[src/common/bit_test_call_consts.svh]
`ifndef BIT_TEST_CALL_CONSTS_SVH
`define BIT_TEST_CALL_CONSTS_SVH

// reset values
`define BTC_PC_RST 10'h000
`define BTC_WORK_RST 8'h00
`define BTC_ZERO_RST 1'b0
`define BTC_PCHB_RST 8'h00
`define BTC_THP_RST 8'h00
`define BTC_FILE_RST 8'h00
`define BTC_PEEK_RST 8'h00
`define BTC_STACK_RST 10'h000

// field positions of the upper program counter source bits
`define BTC_UPPER_MSB 1
`define BTC_UPPER_LSB 0

// cycle counts
`define BTC_CALL_CYCLES 2
`define BTC_SKIP_CYCLES 2

`endif

[src/common/bit_test_call_pkg.sv]
package bit_test_call_pkg;

	typedef enum logic [2:0]
	{
		OP_NOP = 3'h0,
		OP_AND_IMMEDIATE = 3'h1,
		OP_BIT_SET = 3'h2,
		OP_SKIP_IF_BIT_CLEAR = 3'h3,
		OP_SKIP_IF_BIT_SET = 3'h4,
		OP_DIRECT_CALL = 3'h5,
		OP_INDIRECT_CALL = 3'h6
	} op_t;

	typedef enum logic [2:0]
	{
		ST_RUN = 3'h1,
		ST_SKIP = 3'h2,
		ST_CALL = 3'h4
	} exec_state_t;

endpackage

[src/verilog/return_stack.sv]
`timescale 1ns/1ns
`include "bit_test_call_consts.svh"

module return_stack #(
	parameter int DEPTH = 8,
	parameter int AW = 10,
	parameter int PW = $clog2(DEPTH)
) (
	input wire logic clk_sys_i,
	input wire logic rst_i,
	input wire logic push_i,
	input wire logic [AW-1:0] push_data_i,
	output logic [PW-1:0] ptr_o,
	output logic [AW-1:0] top_o
);

	typedef struct packed {
		logic [DEPTH-1:0][AW-1:0] slot;
		logic [PW-1:0] ptr;
		logic [AW-1:0] top;
	} stack_state_t;

	stack_state_t cur_ff;
	stack_state_t nxt_ff;

	always_comb
	begin
		nxt_ff = cur_ff;
		if (push_i)
		begin
			// store at the current pointer, then advance; overflow wraps
			nxt_ff.slot[cur_ff.ptr] = push_data_i;
			nxt_ff.ptr = cur_ff.ptr + PW'(1);
			nxt_ff.top = push_data_i;
		end
	end

	always_ff @(posedge clk_sys_i)
	begin
		if (rst_i)
			cur_ff <= '0;
		else
			cur_ff <= nxt_ff;
	end

	assign ptr_o = cur_ff.ptr;
	assign top_o = cur_ff.top;

endmodule

[src/verilog/bit_test_call_exec.sv]
`timescale 1ns/1ns
`include "bit_test_call_consts.svh"

// Functional notes
// - and-immediate: working register gets AND, zero only
// - bit-set forces chosen file bit, flags untouched
// - skip-if-clear skips next when bit zero
// - skip-if-set skips next when bit one
// - skipped instruction discarded, no-op runs instead
// - calls push program counter plus one
// - direct call: immediate into pc low byte
// - direct call: pc high bits from buffer
// - store at pointer, then pointer plus one
// - indirect call: table pointer bits and working register
// - table high pointer supplies indirect upper bits
// - pc high buffer supplies direct upper bits
module bit_test_call_exec #(
	parameter int STACK_DEPTH = 8
) (
	input wire logic clk_sys_i,
	input wire logic rst_i,
	input wire logic instr_valid_i,
	input wire bit_test_call_pkg::op_t instr_op_i,
	input wire logic [5:0] instr_reg_i,
	input wire logic [2:0] instr_bit_i,
	input wire logic [7:0] instr_imm_i,
	input wire logic work_wr_i,
	input wire logic [7:0] work_data_i,
	input wire logic file_wr_i,
	input wire logic [5:0] file_wr_addr_i,
	input wire logic [7:0] file_wr_data_i,
	input wire logic pchb_wr_i,
	input wire logic [7:0] pchb_data_i,
	input wire logic thp_wr_i,
	input wire logic [7:0] thp_data_i,
	input wire logic [5:0] peek_addr_i,
	output logic instr_ready_o,
	output logic [9:0] pc_o,
	output logic [7:0] working_o,
	output logic zero_o,
	output logic [7:0] pc_high_buffer_o,
	output logic [7:0] table_high_pointer_o,
	output logic [7:0] peek_data_o,
	output logic skipping_o,
	output logic [$clog2(STACK_DEPTH)-1:0] stack_ptr_o,
	output logic [9:0] stack_top_o
);

	typedef struct packed {
		bit_test_call_pkg::exec_state_t state;
		logic ready;
		logic [9:0] pc;
		logic [7:0] work;
		logic zero;
		logic [7:0] pchb;
		logic [7:0] thp;
		logic [63:0][7:0] file;
		logic [7:0] peek;
	} exec_t;

	localparam exec_t EXEC_RST = '{
		state: bit_test_call_pkg::ST_RUN,
		ready: 1'b1,
		pc: `BTC_PC_RST,
		work: `BTC_WORK_RST,
		zero: `BTC_ZERO_RST,
		pchb: `BTC_PCHB_RST,
		thp: `BTC_THP_RST,
		file: {64{`BTC_FILE_RST}},
		peek: `BTC_PEEK_RST
	};

	exec_t cur_ff;
	exec_t nxt_ff;
	logic push;
	logic run_take;
	logic tested_bit;

	function automatic logic [9:0] pc_next(input logic [9:0] pc);
		pc_next = pc + 10'h001;
	endfunction

	function automatic logic [9:0] call_target(input logic [7:0] upper, input logic [7:0] low);
		call_target = {upper[`BTC_UPPER_MSB:`BTC_UPPER_LSB], low};
	endfunction

	function automatic logic file_bit(input logic [63:0][7:0] file, input logic [5:0] adr,
		input logic [2:0] sel);
		file_bit = file[adr][sel];
	endfunction

	assign run_take = instr_valid_i && (cur_ff.state == bit_test_call_pkg::ST_RUN);
	assign tested_bit = file_bit(cur_ff.file, instr_reg_i, instr_bit_i);

	always_comb
	begin
		nxt_ff = cur_ff;
		push = 1'b0;
		// side loads from the rest of the core; an and-immediate overrides a working load, a bit-set forces its bit on top of a file load
		if (work_wr_i)
			nxt_ff.work = work_data_i;
		if (file_wr_i)
			nxt_ff.file[file_wr_addr_i] = file_wr_data_i;
		if (pchb_wr_i)
			nxt_ff.pchb = pchb_data_i;
		if (thp_wr_i)
			nxt_ff.thp = thp_data_i;
		unique case (cur_ff.state)
			bit_test_call_pkg::ST_RUN:
			begin
				if (instr_valid_i)
				begin
					nxt_ff.pc = pc_next(cur_ff.pc);
					unique case (instr_op_i)
						bit_test_call_pkg::OP_AND_IMMEDIATE:
						begin
							nxt_ff.work = cur_ff.work & instr_imm_i;
							nxt_ff.zero = ((cur_ff.work & instr_imm_i) == 8'h00);
						end
						bit_test_call_pkg::OP_BIT_SET:
						begin
							nxt_ff.file[instr_reg_i][instr_bit_i] = 1'b1;
						end
						bit_test_call_pkg::OP_SKIP_IF_BIT_CLEAR:
						begin
							if (!tested_bit)
								nxt_ff.state = bit_test_call_pkg::ST_SKIP;
						end
						bit_test_call_pkg::OP_SKIP_IF_BIT_SET:
						begin
							if (tested_bit)
								nxt_ff.state = bit_test_call_pkg::ST_SKIP;
						end
						bit_test_call_pkg::OP_DIRECT_CALL:
						begin
							push = 1'b1;
							nxt_ff.pc = call_target(cur_ff.pchb, instr_imm_i);
							nxt_ff.state = bit_test_call_pkg::ST_CALL;
						end
						bit_test_call_pkg::OP_INDIRECT_CALL:
						begin
							push = 1'b1;
							nxt_ff.pc = call_target(cur_ff.thp, cur_ff.work);
							nxt_ff.state = bit_test_call_pkg::ST_CALL;
						end
						default:
						begin
							nxt_ff.pc = pc_next(cur_ff.pc);
						end
					endcase
				end
			end
			bit_test_call_pkg::ST_SKIP:
			begin
				// the prefetched word is taken and dropped; only the pc moves
				if (instr_valid_i)
				begin
					nxt_ff.pc = pc_next(cur_ff.pc);
					nxt_ff.state = bit_test_call_pkg::ST_RUN;
				end
			end
			bit_test_call_pkg::ST_CALL:
			begin
				// second call cycle: the stale fetch is flushed by holding ready low
				nxt_ff.state = bit_test_call_pkg::ST_RUN;
			end
			default:
			begin
				nxt_ff.state = bit_test_call_pkg::ST_RUN;
			end
		endcase
		nxt_ff.ready = (nxt_ff.state != bit_test_call_pkg::ST_CALL);
		nxt_ff.peek = nxt_ff.file[peek_addr_i];
	end

	always_ff @(posedge clk_sys_i)
	begin
		if (rst_i)
			cur_ff <= EXEC_RST;
		else
			cur_ff <= nxt_ff;
	end

	return_stack #(
		.DEPTH(STACK_DEPTH),
		.AW(10)
	) u_stack (
		.clk_sys_i(clk_sys_i),
		.rst_i(rst_i),
		.push_i(push),
		.push_data_i(pc_next(cur_ff.pc)),
		.ptr_o(stack_ptr_o),
		.top_o(stack_top_o)
	);

	assign instr_ready_o = cur_ff.ready;
	assign pc_o = cur_ff.pc;
	assign working_o = cur_ff.work;
	assign zero_o = cur_ff.zero;
	assign pc_high_buffer_o = cur_ff.pchb;
	assign table_high_pointer_o = cur_ff.thp;
	assign peek_data_o = cur_ff.peek;
	// one-hot: the skip state owns bit 1, so the output is that flop with no decode
	assign skipping_o = cur_ff.state[1];

	logic take_and;
	logic take_set;
	logic take_skc;
	logic take_sks;
	logic take_call;
	logic take_dcall;
	logic take_icall;

	assign take_and = run_take && (instr_op_i == bit_test_call_pkg::OP_AND_IMMEDIATE);
	assign take_set = run_take && (instr_op_i == bit_test_call_pkg::OP_BIT_SET);
	assign take_skc = run_take && (instr_op_i == bit_test_call_pkg::OP_SKIP_IF_BIT_CLEAR);
	assign take_sks = run_take && (instr_op_i == bit_test_call_pkg::OP_SKIP_IF_BIT_SET);
	assign take_dcall = run_take && (instr_op_i == bit_test_call_pkg::OP_DIRECT_CALL);
	assign take_icall = run_take && (instr_op_i == bit_test_call_pkg::OP_INDIRECT_CALL);
	assign take_call = take_dcall || take_icall;
endmodule

[config.mk]
export PLATFORM = sky130hd
export DESIGN_NAME = bit_test_call_exec
export DESIGN_NICKNAME = d
export VERILOG_FILES = /design/src/common/bit_test_call_pkg.sv /design/src/verilog/return_stack.sv /design/src/verilog/bit_test_call_exec.sv
export VERILOG_INCLUDE_DIRS = /design/src /design/src/common
export SDC_FILE = /design/constraint.sdc
export NUM_CORES = 2
export LEC_CHECK = 0
export BUFFER_PORTS_ARGS = -buffer_cell sky130_fd_sc_hd__buf_2
export CAP_MARGIN = 10
export CORE_MARGIN = 2
export CORE_UTILIZATION = 50
export CTS_BUF_LIST = sky130_fd_sc_hd__clkbuf_4 sky130_fd_sc_hd__clkbuf_8
export CTS_CLUSTER_DIAMETER = 40
export DETAILED_ROUTE_END_ITERATION = 12
export PLACE_DENSITY = 0.7
export SETUP_SLACK_MARGIN = 0.5
export SYNTH_ARGS = -nofsm -noshare
export SYNTH_HDL_FRONTEND = slang
export SYNTH_SLANG_ARGS = --single-unit
[constraint.sdc]
create_clock -name clk_sys_i -period 3.63 [get_ports clk_sys_i]
set_input_delay 0.363 -clock clk_sys_i [delete_from_list [all_inputs] [get_ports clk_sys_i]]
set_output_delay 0.363 -clock clk_sys_i [all_outputs]
set_load 0.02 [all_outputs]
==> impl_metrics.env <==
export IMPL_outcome="complete, no violations"
export IMPL_rows=97
export IMPL_yosysWarnings=0
export IMPL_peakVddDrop_uv=346
export IMPL_syn_inst=3841
export IMPL_setup_ws_ps=490
export IMPL_drtIter0Drc=5220
export IMPL_start_kind="flop"
export IMPL_finalCritPeriodShare=0.865
export IMPL_pwr_density_cell_nw_per_um2=387
export IMPL_cts_buffers=117
export IMPL_synth_seq_area_share=0.327
export IMPL_syn_area_um2=35000
export IMPL_root_buffer="clkbuf_8"
export IMPL_drive_gt1_frac=0.228
export IMPL_routedWlPerCell_um=30.0
export IMPL_antenna_found_initial=6
export IMPL_slew_violations=0
export IMPL_vias_per_cell=6.71
export IMPL_first_pass_iters=6
export IMPL_nNetsFinal=4140
export IMPL_netlist_top_cells_area="dfxtp_1, mux2i_1, o21a_1"
export IMPL_gp_congestion=1.02
export IMPL_fin_util=0.594
export IMPL_worstPathMaxFanout=46
export IMPL_die_x_um=269
export IMPL_drc_errors=0
export IMPL_core_area_um2=69700
export IMPL_die_h_um=269
export IMPL_cts_sinks=572
export IMPL_worstSkewPairLatency_ps=770
export IMPL_critPathCaptureType="flop"
export IMPL_netlist_cell_type_count=90
export IMPL_fp_dieArea_um2=72200
export IMPL_rsz0062_at_grt="yes"
export IMPL_critPathKind="flop to flop"
export IMPL_cts_htree_levels=3
export IMPL_timing_final_crit_period_ps=3140
export IMPL_grt_remaining_overflow=0
export IMPL_vias=34300
export IMPL_routed_wirelength_um=153000
export IMPL_grt_pass1_wl_um=220000
export IMPL_maxSlewHeadroom=0.145
export IMPL_yosys_area_top_type="dfxtp_1"
export IMPL_synth_top_area_frac=0.327
export IMPL_io_buffers=128
export IMPL_grtUsageTotal=0.413
export IMPL_async_reset_ff_frac=0
export IMPL_detail_route_antenna_nets=0
export IMPL_clock_skew_final_ps=40.5
export IMPL_num_io_pins=129
export IMPL_dp_hpwl_um=105000
export IMPL_ys_flop_type="dfxtp_1"
export IMPL_cp_arrival_ps=3780
export IMPL_yosys_register_bits=572
export IMPL_grt_pass1_vias=32100
export IMPL_hold_viol=0
export IMPL_maxCapViolCount=0
export IMPL_start_util=0.503
export IMPL_cp_required_ps=4270
export IMPL_cts_tree="yes"
export IMPL_worstHoldPathType="input port to flop"
export IMPL_worst_pin_slew_ps=1280
export IMPL_setup_viol=0
export IMPL_power_leakage_nw=15.3
export IMPL_clk_pin_slew_ps=60
export IMPL_dp_slack_ps=-112
export IMPL_clockBufferDepth=3
export IMPL_max_freq_mhz=318
export IMPL_grt_max_degree=190
export IMPL_synth_area_per_cell_um2=9.12
export IMPL_area_growth_pct=18.1
export IMPL_synth_edf_count=0
export IMPL_synth_nets=3914
==> per-stage QoR <==
| step | cell area, um^2 | cells | total power, mW | hold WS (ps) | setup TNS (ps) |
|---|---|---|---|---|---|
| 4_1_cts | 41200 | 5096 | 15.9 | 3.46 | 0 |
| 5_1_grt | 41300 | 5103 | 16.3 | 45.6 | 0 |
| 3_5_place_dp | 38000 | 4842 | 8.31 | 465 | -356 |
| 2_1_floorplan | 35000 | 3841 | 7.56 | 462 | 0 |
| 3_3_place_gp | 38000 | 4842 | 8.30 | 464 | -386 |
| 6_report | 41400 | 5105 | 16.0 | 52.7 | 0 |
==> layout make-up <==
| type | instances | area (um^2) |
|---|---|---|
| Fill cell | 6126 | 28300 |
| Tap cell | 940 | 1180 |
| Multi-Input combinational cell | 2855 | 21900 |
| Clock buffer | 170 | 2190 |
| Sequential cell | 572 | 11500 |
| Antenna cell | 4 | 10.0 |
| Clock inverter | 43 | 464 |
| Inverter | 14 | 52.6 |
| Timing Repair Buffer | 507 | 4140 |
==> worst max-delay path, stage by stage (launching register included) <==
cell and delay, ps:
dfxtp_1 380, nor4bb_4 300, buf_4 180, nand4_1 140, buf_12 250, o21ai_0 370
mux4_2 300, mux2i_1 130, a221oi_1 720, nand2_1 170, o41ai_1 100
==> cell usage in the layout, fill, tap and decap left out, types with 8 or more instances in the layout <==
cell | netlist | routed
a211oi_1 | 19 | 18
a21o_1 | 16 | 16
a21oi_1 | 56 | 55
a221o_1 | 38 | 38
a221oi_1 | 64 | 64
a22o_1 | 9 | 9
a22oi_1 | 36 | 35
and3_1 | 13 | 12
buf_12 | 0 | 40
buf_2 | 75 | 123
buf_4 | 54 | 304
bufinv_16 | 0 | 9
clkbuf_4 | 0 | 24
clkbuf_8 | 0 | 146
clkinv_2 | 0 | 25
clkinvlp_4 | 0 | 8
dfxtp_1 | 572 | 570
dlygate4sd3_1 | 0 | 35
inv_1 | 12 | 11
mux2_2 | 40 | 40
mux2i_1 | 602 | 599
mux4_2 | 101 | 101
nand2_1 | 185 | 183
nand3_1 | 40 | 36
nand3b_1 | 17 | 17
nor2_1 | 509 | 508
nor2_2 | 13 | 13
nor2_4 | 26 | 27
nor2_8 | 12 | 12
nor2b_1 | 131 | 129
nor3_1 | 37 | 37
o211ai_1 | 40 | 40
o21a_1 | 361 | 361
o21ai_0 | 191 | 189
o221ai_1 | 27 | 27
o22a_1 | 34 | 34
o22ai_1 | 65 | 65
or2_2 | 9 | 9
xnor2_1 | 8 | 8
==> Yosys cell counts, types with 35 or more instances <==
master / count
a21oi_1: 56
a221o_1: 38
a221oi_1: 64
a22oi_1: 36
buf_1: 35
buf_2: 75
buf_4: 54
clkbuf_1: 229
dfxtp_1: 572
mux2_2: 40
mux2i_1: 602
mux4_2: 101
nand2_1: 185
nand3_1: 40
nor2_1: 509
nor2b_1: 131
nor3_1: 37
o211ai_1: 40
o21a_1: 361
o21ai_0: 191
o22ai_1: 65
==> path summary, 6_finish.rpt <==
kind	from	to	slack (ps)	cells past startpoint
max reg2reg	skipping_o	peek_data_o[6]	490	10
min	instr_imm_i[3]	working_o[3]	50	4
min reg2reg	u_stack.top_o[1]	u_stack.top_o[1]	480	2
max	skipping_o	peek_data_o[6]	490	10
==> power breakdown <==
| part | internal, mW | total, mW | leakage (nW) | switching (mW) |
|---|---|---|---|---|
| clock network | 4.50 | 7.67 | 1.39 | 3.16 |
| registers | 6.34 | 6.40 | 4.62 | 0.0545 |
| logic | 0.632 | 1.93 | 9.25 | 1.29 |
| total | 11.5 | 16.0 | 15.3 | 4.51 |
==> registers in the layout, indices dropped and copies added (netlist names) <==
register / flops
u_stack.ptr_o: 3
working_o: 8
table_high_pointer_o: 8
pc_high_buffer_o: 8
zero_o: 1
skipping_o: 1
peek_data_o: 8
u_stack.top_o: 10
pc_o: 10
cur_ff: 514
instr_ready_o: 1
==> metal layers <==
metal	share of wire	up-vias	track usage
met5	0.00030	-	0
li1	-	14600	-
met2	0.41	2579	0.600
met1	0.39	16400	0.548
met3	0.13	667	0.117
met4	0.070	6	0.239
==> timing repair <==
action | CTS | global route
endpoints found under the hold margin | 31 | 0
gates resized for setup | 25 | 17
gates cloned | 1 | 0
setup buffers | 5 | 5
pin swaps | 2 | 6
setup endpoints to repair | 6 | 8
hold buffers | 35 | 0
==> logic make-up (layout without fill, tap and decap cells) <==
family                   Yosys count  after routing  share of synthesized area
AO/OA/AOI/OAI                   1022           1022                      0.209
XOR/XNOR                          11             11                    0.00275
adder cells (fa/ha/maj)            2              2                   0.000714
buffers and inverters            414            734                     0.0543
flip-flops                       572            572                      0.327
multiplexers                     744            744                      0.250
other                              0              4                          0
AND/OR/NAND/NOR                 1076           1076                      0.156
Power figures use the tool's default switching activity.
